**src/core/mpd_pkg.sv**
```systemverilog
// package with widths, mode codes and timing constants of the motor pwm unit
package mpd_pkg;
	localparam int CNT_W = 16;
	localparam int DT_W = 8;
	localparam int NUM_CH = 3;
	localparam int NUM_TRIG = 6;
	localparam int PRE_W = 4;
	// motor channel mode codes
	localparam logic [1:0] MCH_2CH_SYM = 2'h0;
	localparam logic [1:0] MCH_1CH_ASYM = 2'h1;
	localparam logic [1:0] MCH_1CH_SYM = 2'h2;
	// adc trigger mode codes
	localparam logic [1:0] ATM_OFF = 2'h0;
	localparam logic [1:0] ATM_UP = 2'h1;
	localparam logic [1:0] ATM_DOWN = 2'h2;
	localparam logic [1:0] ATM_BOTH = 2'h3;
	// dead-time prescale: last prescaler count for x4 and x16
	localparam logic [PRE_W-1:0] PRE_LAST_X4 = 4'h3;
	localparam logic [PRE_W-1:0] PRE_LAST_X16 = 4'hf;
	localparam logic [CNT_W-1:0] CNT_ZERO = 16'h0000;
	localparam logic [CNT_W-1:0] CNT_ONE = 16'h0001;
	localparam logic [DT_W-1:0] DT_ZERO = 8'h00;
	localparam logic [DT_W-1:0] DT_ONE = 8'h01;
	localparam logic [PRE_W-1:0] PRE_ZERO = 4'h0;
	localparam logic [PRE_W-1:0] PRE_ONE = 4'h1;
	typedef enum logic [2:0] {
		MPD_IDLE = 3'b001,
		MPD_UP = 3'b010,
		MPD_DOWN = 3'b100
	} mpd_cnt_state_type;
endpackage

```
**src/core/mpd_deadtime.sv**
```systemverilog
// dead-time mask for one output of a complementary pair
`timescale 1ns/1ps
`default_nettype none
module mpd_deadtime (
	input wire logic core_clk_i,
	input wire logic sys_rst_i,
	input wire logic raw_i,
	input wire logic dt_on_i,
	input wire logic prescale_sel_i,
	input wire logic [mpd_pkg::DT_W-1:0] deadtime_value_i,
	output logic out_o
);
	import mpd_pkg::*;

	logic raw_q;
	logic busy;
	logic [DT_W-1:0] dt_cnt;
	logic [PRE_W-1:0] pre_cnt;
	logic out_q;
	logic next_raw_q;
	logic next_busy;
	logic [DT_W-1:0] next_dt_cnt;
	logic [PRE_W-1:0] next_pre_cnt;
	logic next_out_q;
	logic [PRE_W-1:0] pre_last;

	// mask starts on the rising edge of the raw level; a falling raw level cancels it,
	// so a pulse shorter than the dead-time never reaches the pin
	always_comb begin
		pre_last = prescale_sel_i ? PRE_LAST_X16 : PRE_LAST_X4;
		next_raw_q = raw_i;
		next_busy = busy;
		next_dt_cnt = dt_cnt;
		next_pre_cnt = pre_cnt;
		next_out_q = out_q;
		if (!dt_on_i || deadtime_value_i == DT_ZERO) begin
			next_busy = 1'b0;
			next_out_q = raw_i;
		end else if (!raw_i) begin
			next_busy = 1'b0;
			next_out_q = 1'b0;
		end else if (!raw_q) begin
			next_busy = 1'b1;
			next_dt_cnt = DT_ZERO;
			next_pre_cnt = PRE_ZERO;
			next_out_q = 1'b0;
		end else if (busy) begin
			if (pre_cnt == pre_last) begin
				next_pre_cnt = PRE_ZERO;
				if (dt_cnt + DT_ONE == deadtime_value_i) begin
					next_busy = 1'b0;
					next_out_q = 1'b1;
				end else begin
					next_dt_cnt = dt_cnt + DT_ONE;
				end
			end else begin
				next_pre_cnt = pre_cnt + PRE_ONE;
			end
		end else begin
			next_out_q = 1'b1;
		end
	end

	// registers only, on every rising clock edge
	always_ff @(posedge core_clk_i or posedge sys_rst_i) begin
		if (sys_rst_i) begin
			raw_q <= 1'b0;
			busy <= 1'b0;
			dt_cnt <= DT_ZERO;
			pre_cnt <= PRE_ZERO;
			out_q <= 1'b0;
		end else begin
			raw_q <= next_raw_q;
			busy <= next_busy;
			dt_cnt <= next_dt_cnt;
			pre_cnt <= next_pre_cnt;
			out_q <= next_out_q;
		end
	end

	assign out_o = out_q;
endmodule
`default_nettype wire

```
**src/core/mpd_motor_pwm.sv**
```systemverilog
// three-channel motor pwm generator with dead-time, adc triggers and event pulses
// Functional notes
// - 1ch asymmetric: high side active on up-count H-duty match, default on down-count L-duty match.
// - 1ch modes without dead-time: low side is the inverse of the high side once running.
// - before start, high and low outputs are held low.
// - on start in 1ch asymmetric mode, low side goes active, then follows inverse of high.
// - 1ch symmetric uses high duty only, matched up to clear and down to set.
// - normal_mode_select 0 with motor_channel_mode 10 selects 1ch symmetric.
// - dead-time is applied only in motor mode, never in normal mode.
// - with dead-time enabled, a dead interval precedes each output going active.
// - prescale 0: dead-time is value times four clock periods.
// - prescale 1: dead-time is value times sixteen clock periods.
// - duty match masks output and starts counter; mask ends at programmed value.
// - no dead-time in 2ch symmetric; separation comes from each channel duty.
// - symmetric modes compare duty in both up and down half of the period.
// - six adc trigger values, each pulses a trigger at its counter value.
// - each timing event, period and high duty matches, raises an event request.
// - normal_mode_select 0 with motor_channel_mode 00 selects 2ch symmetric.
// - up/down counting makes a period twice the up-only period.
// - trigger mode 00 disables, 01 triggers on up-count match.
`timescale 1ns/1ps
`default_nettype none
module mpd_motor_pwm (
	input wire logic core_clk_i,
	input wire logic sys_rst_i,
	input wire logic run_start_bit_i,
	input wire logic normal_mode_select_i,
	input wire logic updown_i,
	input wire logic [1:0] motor_channel_mode_i,
	input wire logic deadtime_enable_i,
	input wire logic deadtime_prescale_sel_i,
	input wire logic [mpd_pkg::DT_W-1:0] deadtime_value_i,
	input wire logic [mpd_pkg::CNT_W-1:0] period_i,
	input wire logic [mpd_pkg::NUM_CH*mpd_pkg::CNT_W-1:0] duty_h_i,
	input wire logic [mpd_pkg::NUM_CH*mpd_pkg::CNT_W-1:0] duty_l_i,
	input wire logic [mpd_pkg::NUM_TRIG*mpd_pkg::CNT_W-1:0] trig_value_i,
	input wire logic [mpd_pkg::NUM_TRIG*2-1:0] adc_trigger_mode_i,
	output logic [mpd_pkg::NUM_CH-1:0] pwm_h_o,
	output logic [mpd_pkg::NUM_CH-1:0] pwm_l_o,
	output logic [mpd_pkg::NUM_TRIG-1:0] adc_trig_o,
	output logic period_evt_o,
	output logic [mpd_pkg::NUM_CH-1:0] duty_evt_o,
	output logic [mpd_pkg::CNT_W-1:0] count_o,
	output logic count_down_o
);
	import mpd_pkg::*;

	mpd_cnt_state_type state, next_state;
	logic [CNT_W-1:0] cnt, next_cnt;
	logic [NUM_CH-1:0] raw_h, next_raw_h;
	logic [NUM_CH-1:0] raw_l, next_raw_l;
	logic [NUM_TRIG-1:0] trig, next_trig;
	logic [NUM_CH-1:0] duty_evt, next_duty_evt;
	logic period_evt, next_period_evt;
	logic [NUM_CH-1:0] dt_h, dt_l;
	logic [NUM_CH-1:0] h_q, l_q, next_h_q, next_l_q;
	logic motor_mode, one_ch, dt_on;
	logic going_down;
	logic period_end;
	logic count_down, next_count_down;

	// slice of a packed vector of counter-wide words
	function automatic logic [CNT_W-1:0] word_at(input logic [NUM_TRIG*CNT_W-1:0] v, input int idx);
		word_at = v[idx*CNT_W +: CNT_W];
	endfunction

	assign motor_mode = !normal_mode_select_i;
	assign one_ch = motor_mode && (motor_channel_mode_i == MCH_1CH_SYM
		|| motor_channel_mode_i == MCH_1CH_ASYM);
	assign dt_on = deadtime_enable_i && one_ch;
	assign going_down = (state == MPD_DOWN);

	// period counter: up-only wraps at period, up/down turns round, doubling the period
	always_comb begin
		next_state = state;
		next_cnt = cnt;
		period_end = 1'b0;
		unique case (state)
			MPD_IDLE: begin
				next_cnt = CNT_ZERO;
				if (run_start_bit_i) begin
					next_state = MPD_UP;
				end
			end
			MPD_UP: begin
				if ((updown_i || motor_mode) && cnt >= period_i) begin
					next_state = MPD_DOWN;
					next_cnt = cnt - CNT_ONE;
				end else if (!(updown_i || motor_mode) && cnt + CNT_ONE >= period_i) begin
					// up-only wraps one step early so its period is exactly half the up/down one
					next_cnt = CNT_ZERO;
					period_end = 1'b1;
				end else begin
					next_cnt = cnt + CNT_ONE;
				end
			end
			MPD_DOWN: begin
				if (cnt == CNT_ZERO) begin
					next_state = MPD_UP;
					next_cnt = CNT_ONE;
					period_end = 1'b1;
				end else begin
					next_cnt = cnt - CNT_ONE;
				end
			end
			default: begin
				next_state = MPD_IDLE;
				next_cnt = CNT_ZERO;
			end
		endcase
		if (!run_start_bit_i) begin
			next_state = MPD_IDLE;
			next_cnt = CNT_ZERO;
		end
		// direction kept in its own flop so the output comes straight from a register
		next_count_down = (next_state == MPD_DOWN);
	end

	// raw waveform per channel from duty matches, before dead-time
	always_comb begin
		logic [CNT_W-1:0] dh;
		logic [CNT_W-1:0] dl;
		dh = CNT_ZERO;
		dl = CNT_ZERO;
		next_raw_h = raw_h;
		next_raw_l = raw_l;
		next_duty_evt = '0;
		for (int c = 0; c < NUM_CH; c++) begin
			dh = word_at({{(NUM_TRIG-NUM_CH)*CNT_W{1'b0}}, duty_h_i}, c);
			dl = word_at({{(NUM_TRIG-NUM_CH)*CNT_W{1'b0}}, duty_l_i}, c);
			if (state == MPD_IDLE) begin
				next_raw_h[c] = 1'b0;
				next_raw_l[c] = 1'b0;
			end else if (motor_mode) begin
				// level = counter below duty, so the compare acts in both halves
				next_raw_h[c] = (cnt < dh) || (dh >= period_i);
				if (motor_channel_mode_i == MCH_1CH_ASYM) begin
					if (!going_down && cnt == dh) begin
						next_raw_h[c] = 1'b1;
					end else if (going_down && cnt == dl) begin
						next_raw_h[c] = 1'b0;
					end else begin
						next_raw_h[c] = raw_h[c];
					end
				end
				if (one_ch) begin
					next_raw_l[c] = !next_raw_h[c];
				end else begin
					next_raw_l[c] = (cnt < dl) || (dl >= period_i);
				end
			end else begin
				next_raw_h[c] = cnt < dh;
				next_raw_l[c] = !(cnt < dh);
			end
			next_duty_evt[c] = (state != MPD_IDLE) && (cnt == dh);
		end
	end

	// adc triggers and period event pulses
	always_comb begin
		logic [1:0] m;
		logic hit;
		m = ATM_OFF;
		hit = 1'b0;
		next_period_evt = period_end;
		for (int t = 0; t < NUM_TRIG; t++) begin
			m = adc_trigger_mode_i[t*2 +: 2];
			hit = (state != MPD_IDLE) && (cnt == word_at(trig_value_i, t));
			unique case (m)
				ATM_OFF: next_trig[t] = 1'b0;
				ATM_UP: next_trig[t] = hit && !going_down;
				ATM_DOWN: next_trig[t] = hit && going_down;
				ATM_BOTH: next_trig[t] = hit;
			endcase
		end
	end

	// dead-time per output; bypassed when not in a 1-channel motor mode
	for (genvar g = 0; g < NUM_CH; g++) begin : g_dt
		mpd_deadtime u_dt_h (
			.core_clk_i(core_clk_i),
			.sys_rst_i(sys_rst_i),
			.raw_i(raw_h[g]),
			.dt_on_i(dt_on),
			.prescale_sel_i(deadtime_prescale_sel_i),
			.deadtime_value_i(deadtime_value_i),
			.out_o(dt_h[g])
		);
		mpd_deadtime u_dt_l (
			.core_clk_i(core_clk_i),
			.sys_rst_i(sys_rst_i),
			.raw_i(raw_l[g]),
			.dt_on_i(dt_on),
			.prescale_sel_i(deadtime_prescale_sel_i),
			.deadtime_value_i(deadtime_value_i),
			.out_o(dt_l[g])
		);
	end

	// output stage: force low while stopped
	always_comb begin
		next_h_q = (state == MPD_IDLE) ? '0 : dt_h;
		next_l_q = (state == MPD_IDLE) ? '0 : dt_l;
	end

	// registers of the counter, waveforms, pulses and outputs
	always_ff @(posedge core_clk_i or posedge sys_rst_i) begin
		if (sys_rst_i) begin
			state <= MPD_IDLE;
			cnt <= CNT_ZERO;
			raw_h <= '0;
			raw_l <= '0;
			trig <= '0;
			duty_evt <= '0;
			period_evt <= 1'b0;
			count_down <= 1'b0;
			h_q <= '0;
			l_q <= '0;
		end else begin
			state <= next_state;
			cnt <= next_cnt;
			raw_h <= next_raw_h;
			raw_l <= next_raw_l;
			trig <= next_trig;
			duty_evt <= next_duty_evt;
			period_evt <= next_period_evt;
			count_down <= next_count_down;
			h_q <= next_h_q;
			l_q <= next_l_q;
		end
	end

	assign pwm_h_o = h_q;
	assign pwm_l_o = l_q;
	assign adc_trig_o = trig;
	assign duty_evt_o = duty_evt;
	assign period_evt_o = period_evt;
	assign count_o = cnt;
	assign count_down_o = count_down;
endmodule
`default_nettype wire

```
**config.mk**
```make
export PLATFORM = sky130hd
export DESIGN_NAME = mpd_motor_pwm
export DESIGN_NICKNAME = d
export VERILOG_FILES = /design/src/core/mpd_pkg.sv /design/src/core/mpd_deadtime.sv /design/src/core/mpd_motor_pwm.sv
export SDC_FILE = /design/constraint.sdc
export NUM_CORES = 1
export LEC_CHECK = 0
export CORE_MARGIN = 10
export CORE_UTILIZATION = 65
export DETAILED_ROUTE_END_ITERATION = 10
export DONT_BUFFER_PORTS = 1
export PLACE_DENSITY_LB_ADDON = 0.3
export SLEW_MARGIN = 20
export SYNTH_ARGS = -nofsm -noshare
export SYNTH_HDL_FRONTEND = slang
export SYNTH_HIERARCHICAL = 1
export SYNTH_SLANG_ARGS = --single-unit
```
**constraint.sdc**
```tcl
create_clock -name core_clk_i -period 6.72 [get_ports core_clk_i]
set_clock_uncertainty 0.15 [all_clocks]
set_input_delay 1.008 -clock core_clk_i [delete_from_list [all_inputs] [get_ports core_clk_i]]
set_output_delay 1.008 -clock core_clk_i [all_outputs]
set_load 0.03 [all_outputs]
```
==> results of run 1 <==
[sequential cells by signal, summed over array words and instances, names as in the netlist, 6 cells and up]
signal	count
g_dt.u_dt_h/dt_cnt	24
g_dt.u_dt_h/pre_cnt	12
adc_trig_o	6
g_dt.u_dt_l/pre_cnt	12
g_dt.u_dt_l/dt_cnt	24
count_o	16
[path summary, 6_finish.rpt]
kind                            start                  endpoint  slack, ns  cells past startpoint
hold / removal               raw_l[1]      g_dt[1].u_dt_l/raw_q       0.30                      0
min in group asynchronous   sys_rst_i  g_dt[0].u_dt_l/dt_cnt[3]       0.37                      1
setup / recovery           count_o[1]                count_o[3]       1.99                     14
setup reg to reg           count_o[1]                count_o[3]       1.99                     14
max in group asynchronous   sys_rst_i                count_o[6]       5.20                      1
hold reg to reg              raw_l[1]      g_dt[1].u_dt_l/raw_q       0.30                      0
[through the flow]
| stage | util | cell area, sq um | power (mW) |
|---|---|---|---|
| finish | 0.691 | 16200 | 2.75 |
| global route | 0.691 | 16200 | 2.90 |
| CTS | 0.691 | 16200 | 2.75 |
| detailed placement | 0.665 | 15600 | 1.77 |
| global placement | 0.665 | 15600 | 1.73 |
| floorplan | - | 15400 | 1.60 |
[synthesized netlist by cell type, drive strengths merged (7+ instances only)]
cell / number / area [sq um]
a211oi: 17 / 128
a21o: 77 / 578
a21oi: 107 / 539
a22o: 18 / 158
a311oi: 7 / 61.3
a31o: 12 / 105
a31oi: 10 / 62.6
a41o: 7 / 70.1
and2: 11 / 68.8
and3: 20 / 125
and4: 10 / 87.6
buf: 36 / 224
clkbuf: 29 / 109
dfrtp: 131 / 3280
ha: 257 / 3220
inv: 178 / 668
mux2i: 12 / 120
nand2: 38 / 143
nand2b: 43 / 269
nand3: 59 / 295
nand4: 54 / 338
nor2: 82 / 308
nor2b: 27 / 169
nor3: 50 / 260
nor4: 27 / 169
o211ai: 19 / 143
o21a: 18 / 135
o21ai: 124 / 621
o221ai: 11 / 96.3
o22ai: 15 / 93.8
o31ai: 22 / 165
or2: 11 / 68.8
or3: 16 / 105
or4: 31 / 233
xnor2: 52 / 455
xor2: 114 / 998
[power breakdown]
part / total, mW / internal [mW] / switching (mW) / leakage, nW
sequential: 1.06 / 0.888 / 0.170 / 1.75
combinational: 0.725 / 0.338 / 0.387 / 5.92
clock: 0.969 / 0.536 / 0.433 / 0.300
total: 2.75 / 1.76 / 0.990 / 7.97
[routing by layer]
metal,vias to the layer above,part of all wire,global-route usage
li1,6688,-,-
met4,0,0.042,0.141
met1,6898,0.39,0.348
met3,152,0.087,0.0787
met2,701,0.48,0.511
met5,-,0,0
[final cells by class]
cell class / instances / area, sq um / area share
Clock buffer: 17 / 425 / 0.0263
Clock inverter: 15 / 183 / 0.0113
Inverter: 178 / 668 / 0.0413
Multi-Input combinational cell: 1445 / 11100 / 0.686
Sequential cell: 132 / 3300 / 0.204
Tap cell: 319 / 399 / 0.0247
Timing Repair Buffer: 14 / 105 / 0.00650
[logic make-up (layout without fill, tap and decap cells)]
family / after synthesis / in the layout / synth area share
muxes: 12 / 12 / 0.00780
AOI/OAI and AO/OA: 520 / 520 / 0.226
DFF: 132 / 132 / 0.215
buffers and inverters: 243 / 224 / 0.0650
xor gates and xnor gates: 172 / 172 / 0.103
adders and majority gates: 257 / 257 / 0.209
and+or+nand+nor: 484 / 484 / 0.174
==> results.py, run 1 <==
metrics = {
    "timing": {
        "rsz0062_at_grt": "no",
        "worstMarginPinSlew_ns": 1.11,
        "holdWs_ns": 0.303,
        "final.setup.tns_ns": 0,
        "relSlewSlack": 0.261,
        "setup_slack_ns": 1.99,
        "finalCritPeriodShare": 0.703,
        "min_period_ns": 4.73,
        "setup_viol": 0,
        "max_clock_freq_ghz": 0.212,
        "hold_viol": 0,
        "slew_viol_final": 0,
    },
    "clock_network": {
        "clk_path_buf_depth": 2,
        "cts_root_buf": "clkbuf_16",
        "post-cts-setup-buffers": 0,
        "cts_buffers": 17,
        "cts_tree": "yes",
        "postCtsResizedCells": 0,
        "htree_levels": 4,
        "cts_sinks": 132,
        "clk_pin_slew_worst_paths_ns": 0.07,
        "ctsHoldBuffers": 0,
        "clkLatencyLatePin_ns": 0.43,
    },
    "worst_setup_path": {
        "path_class": "reg -> reg",
        "endpoint_kind": "flip-flop",
        "slowest_delay_ns": 1.08,
        "cp_slowest_cell": "dfrtp_1",
        "path_buf_inv": 0,
        "crit_fanout": 20,
        "critPathLaunchType": "flip-flop",
        "required_ns": 6.85,
        "arrival_ns": 4.86,
        "crit_top_cell": "nand3_1",
        "crit_chain": "nand3_1 > nor2_1 > and2_1 > and3_1 > xor2_1 > ha_1 > nand3_1 > a211oi_1 > a211oi_1 > o211a_1 > nor2_1 > o22ai_1 > nand3_1 > o311ai_0",
        "critPathTopFamily": "simple AND/OR/NAND/NOR gates",
    },
    "logic_synthesis": {
        "async_flop_share": 1.00,
        "syn_avg_cell_area_sq_um": 8.46,
        "syn_inst": 1820,
        "yosysSeqAreaShare": 0.215,
        "ys_types": 71,
        "synth_edf_count": 0,
        "synth_nets": 2314,
        "yosys_warnings": 6,
        "netlist_area_sq_um": 15400,
        "synthFlopType": "dfrtp_1",
        "ys_seq_elements": 132,
    },
    "power_and_ir_drop": {
        "p_per_area_nw_per_um2": 170,
        "peakVddDrop_mv": 0.123,
        "cellLeakagePower_nw": 7.97,
    },
    "hold_path": {
        "hold_path.class": "reg -> reg",
    },
    "floorplan": {
        "fp.dieW_um": 174,
        "io_pins": 270,
        "core_sq_um": 23400,
        "fp.dieH_um": 174,
        "initial_core_util": 0.658,
        "die-area_sq_um": 30200,
        "num_rows": 56,
    },
    "place": {
        "dpl_worst_slack_ns": 2.12,
        "portBuffers": 0,
        "hpwlAfterDp_mm": 35.9,
        "gp_congestion": 0.939,
        "dp_cells": 2088,
    },
    "routing": {
        "ant_nets": 0,
        "vias_per_cell": 6.81,
        "first_iter_violations": 1635,
        "dr.pass1.iters": 7,
        "num_vias": 14400,
        "routedWlPerCell_um": 22.2,
        "totalWireLength_mm": 47.1,
        "drc_errors": 0,
    },
    "global_route": {
        "overflow": 0,
        "grt_pass1_wl_mm": 75.2,
        "grt_max_degree": 43,
        "grt_antenna_before_repair": 1,
        "grt_pass1_vias": 14400,
        "grtUsageTotal": 0.301,
    },
    "finish": {
        "final_layout_size_suffix_gt1_frac": 0.0328,
        "instances_no_fill": 2120,
        "finalNetCount": 2282,
        "area_growth_pct": 5.06,
        "final_common_cell": "ha_1",
        "fillers": 1913,
        "num_antenna_cells": 0,
        "final_cell_mix": "ha_1, inv_1, dfrtp_1",
    },
    "flow_run": {
        "cap_violations": 0,
    },
    "outcome": {
        "status": "completed",
    },
}
(Power assumes the default switching activity.)
==> inputs of run 2 (changes only) <==
- CORE_UTILIZATION: 65 -> 60
- clock period: 6.72 -> 4.06 ns (I/O delays scaled with it)
==> run 2 against run 1 <==
Compared with the run above: cell count grew 1.5%; global-route usage shrank 2.0 points; register-to-register slack worse by 1.6 ns; combinational power increased by 67%; first-iteration DRC count fell by 19%; maximum frequency grew 28%; hold slack got worse by 0.26 ns; largest cell class unchanged; highest routed layer is now met5.
==> results.py, run 2 (synthesis gave the netlist of run 1 again) <==
metrics = {
    "finish": {
        "seqCellArea_sq_um": 3300,
        "finalNetCount": 2300,
        "area_growth_pct": 6.13,
        "fillers": 2100,
        "final_layout_size_suffix_gt1_frac": 0.0423,
        "multi_input_area_sq_um": 11100,
        "instances_no_fill": 2151,
        "final_common_cell": "ha_1",
        "final_core_util": 0.649,
        "final_cell_mix": "ha_1, inv_1, dfrtp_1",
        "final_area_sq_um": 16300,
    },
    "clock_network": {
        "cts_root_buf": "clkbuf_16",
        "cts_sinks": 132,
        "clk_path_buf_depth": 2,
        "htree_levels": 4,
        "clk_pin_slew_worst_paths_ns": 0.07,
        "cts_buffers": 17,
        "clkLatencyLatePin_ns": 0.44,
        "cts_tree": "yes",
    },
    "power_and_ir_drop": {
        "p_per_area_nw_per_um2": 277,
        "peakVddDrop_mv": 0.241,
        "p_total_mw": 4.53,
        "cellLeakagePower_nw": 8.06,
    },
    "outcome": {
        "status": "completed",
    },
    "place": {
        "gp_congestion": 0.952,
        "hpwlAfterDp_mm": 36.7,
        "dpl_worst_slack_ns": 0.252,
        "dp_cells": 2116,
        "portBuffers": 0,
        "place_area_sq_um": 15700,
    },
    "routing": {
        "vias_per_cell": 6.69,
        "drc_errors": 0,
        "dr.pass1.iters": 5,
        "num_vias": 14400,
        "totalWireLength_mm": 47.4,
        "first_iter_violations": 1318,
        "ant_nets": 0,
        "routedWlPerCell_um": 22.1,
    },
    "global_route": {
        "grt_pass1_vias": 14400,
        "grt_pass1_wl_mm": 75.9,
        "overflow": 0,
        "grtUsageTotal": 0.281,
        "grt_max_degree": 43,
        "grt_antenna_before_repair": 3,
    },
    "floorplan": {
        "die-area_sq_um": 32500,
        "num_rows": 58,
        "core_sq_um": 25200,
        "fp.dieW_um": 180,
        "io_pins": 270,
        "fp.dieH_um": 180,
        "initial_core_util": 0.611,
    },
    "timing": {
        "final.setup.tns_ns": 0,
        "min_period_ns": 3.70,
        "slew_viol_final": 0,
        "hold_viol": 0,
        "max_clock_freq_ghz": 0.271,
        "relSlewSlack": 0.366,
        "setup_slack_ns": 0.364,
        "setup_viol": 0,
        "rsz0062_at_grt": "no",
        "worstMarginPinSlew_ns": 0.947,
        "holdWs_ns": 0.0471,
        "finalCritPeriodShare": 0.910,
    },
    "worst_setup_path": {
        "path_class": "reg -> reg",
        "required_ns": 4.23,
        "endpoint_kind": "flip-flop",
        "arrival_ns": 3.86,
        "crit_fanout": 12,
        "critPathLaunchType": "flip-flop",
    },
    "flow_run": {
        "cap_violations": 0,
    },
    "hold_path": {
        "hold_path.class": "in -> async",
    },
}
## run 2: where the power goes
group | switching [mW] | internal (mW)
combinational | 0.647 | 0.564
clock | 0.742 | 0.836
sequential | 0.274 | 1.47
## run 2: cell type report
cell class / instances / share of cell area
clock buffers: 17 / 0.0260
multi-input cells: 1445 / 0.679
clock inverters: 15 / 0.0114
diodes: 2 / 0.000306
flip-flops and latches: 132 / 0.202
repair buffers: 32 / 0.0149
inverters: 178 / 0.0410
well taps: 330 / 0.0253
## run 2: timing repair
action                                 CTS  global route
hold buffers                             1             0
setup endpoints to repair                0             6
buffers inserted                         0             0
resized for setup                        0             1
endpoints found under the hold margin   85             0
## run 2: path summary, 6_finish.rpt
kind / startpoint / to / slack, ns / depth (start not counted)
hold / removal: sys_rst_i / pwm_h_o[0] / 0.05 / 1
hold reg to reg: raw_l[1] / g_dt[1].u_dt_l/raw_q / 0.30 / 0
min in group core_clk_i: run_start_bit_i / count_o[3] / 0.21 / 2
setup / recovery: count_o[3] / count_o[3] / 0.36 / 15
max in group asynchronous: sys_rst_i / g_dt[0].u_dt_h/dt_cnt[1] / 2.57 / 2
setup reg to reg: count_o[3] / count_o[3] / 0.36 / 15
## run 2: per-layer routing
layer	wire length, um	share of wire	up-vias	global-route usage
met2	22400	0.47	698	0.474
met3	4630	0.098	163	0.0801
met5	13	0.00027	-	0
met4	2360	0.050	2	0.137
met1	18000	0.38	6778	0.319
li1	-	-	6740	-
## run 2: worst max-delay path: stages (launching register included)
cell and delay [ns]:
dfrtp_1 0.60, nand2_1 0.09, nor2_1 0.16, and2_1 0.21, and3_1 0.28, and3_1 0.20
xor2_1 0.19, ha_1 0.28, a21o_1 0.19, a21o_1 0.17, a21oi_1 0.18, o211a_1 0.33
nor2_2 0.17, o22ai_1 0.19, nand3_1 0.10, o311ai_0 0.11
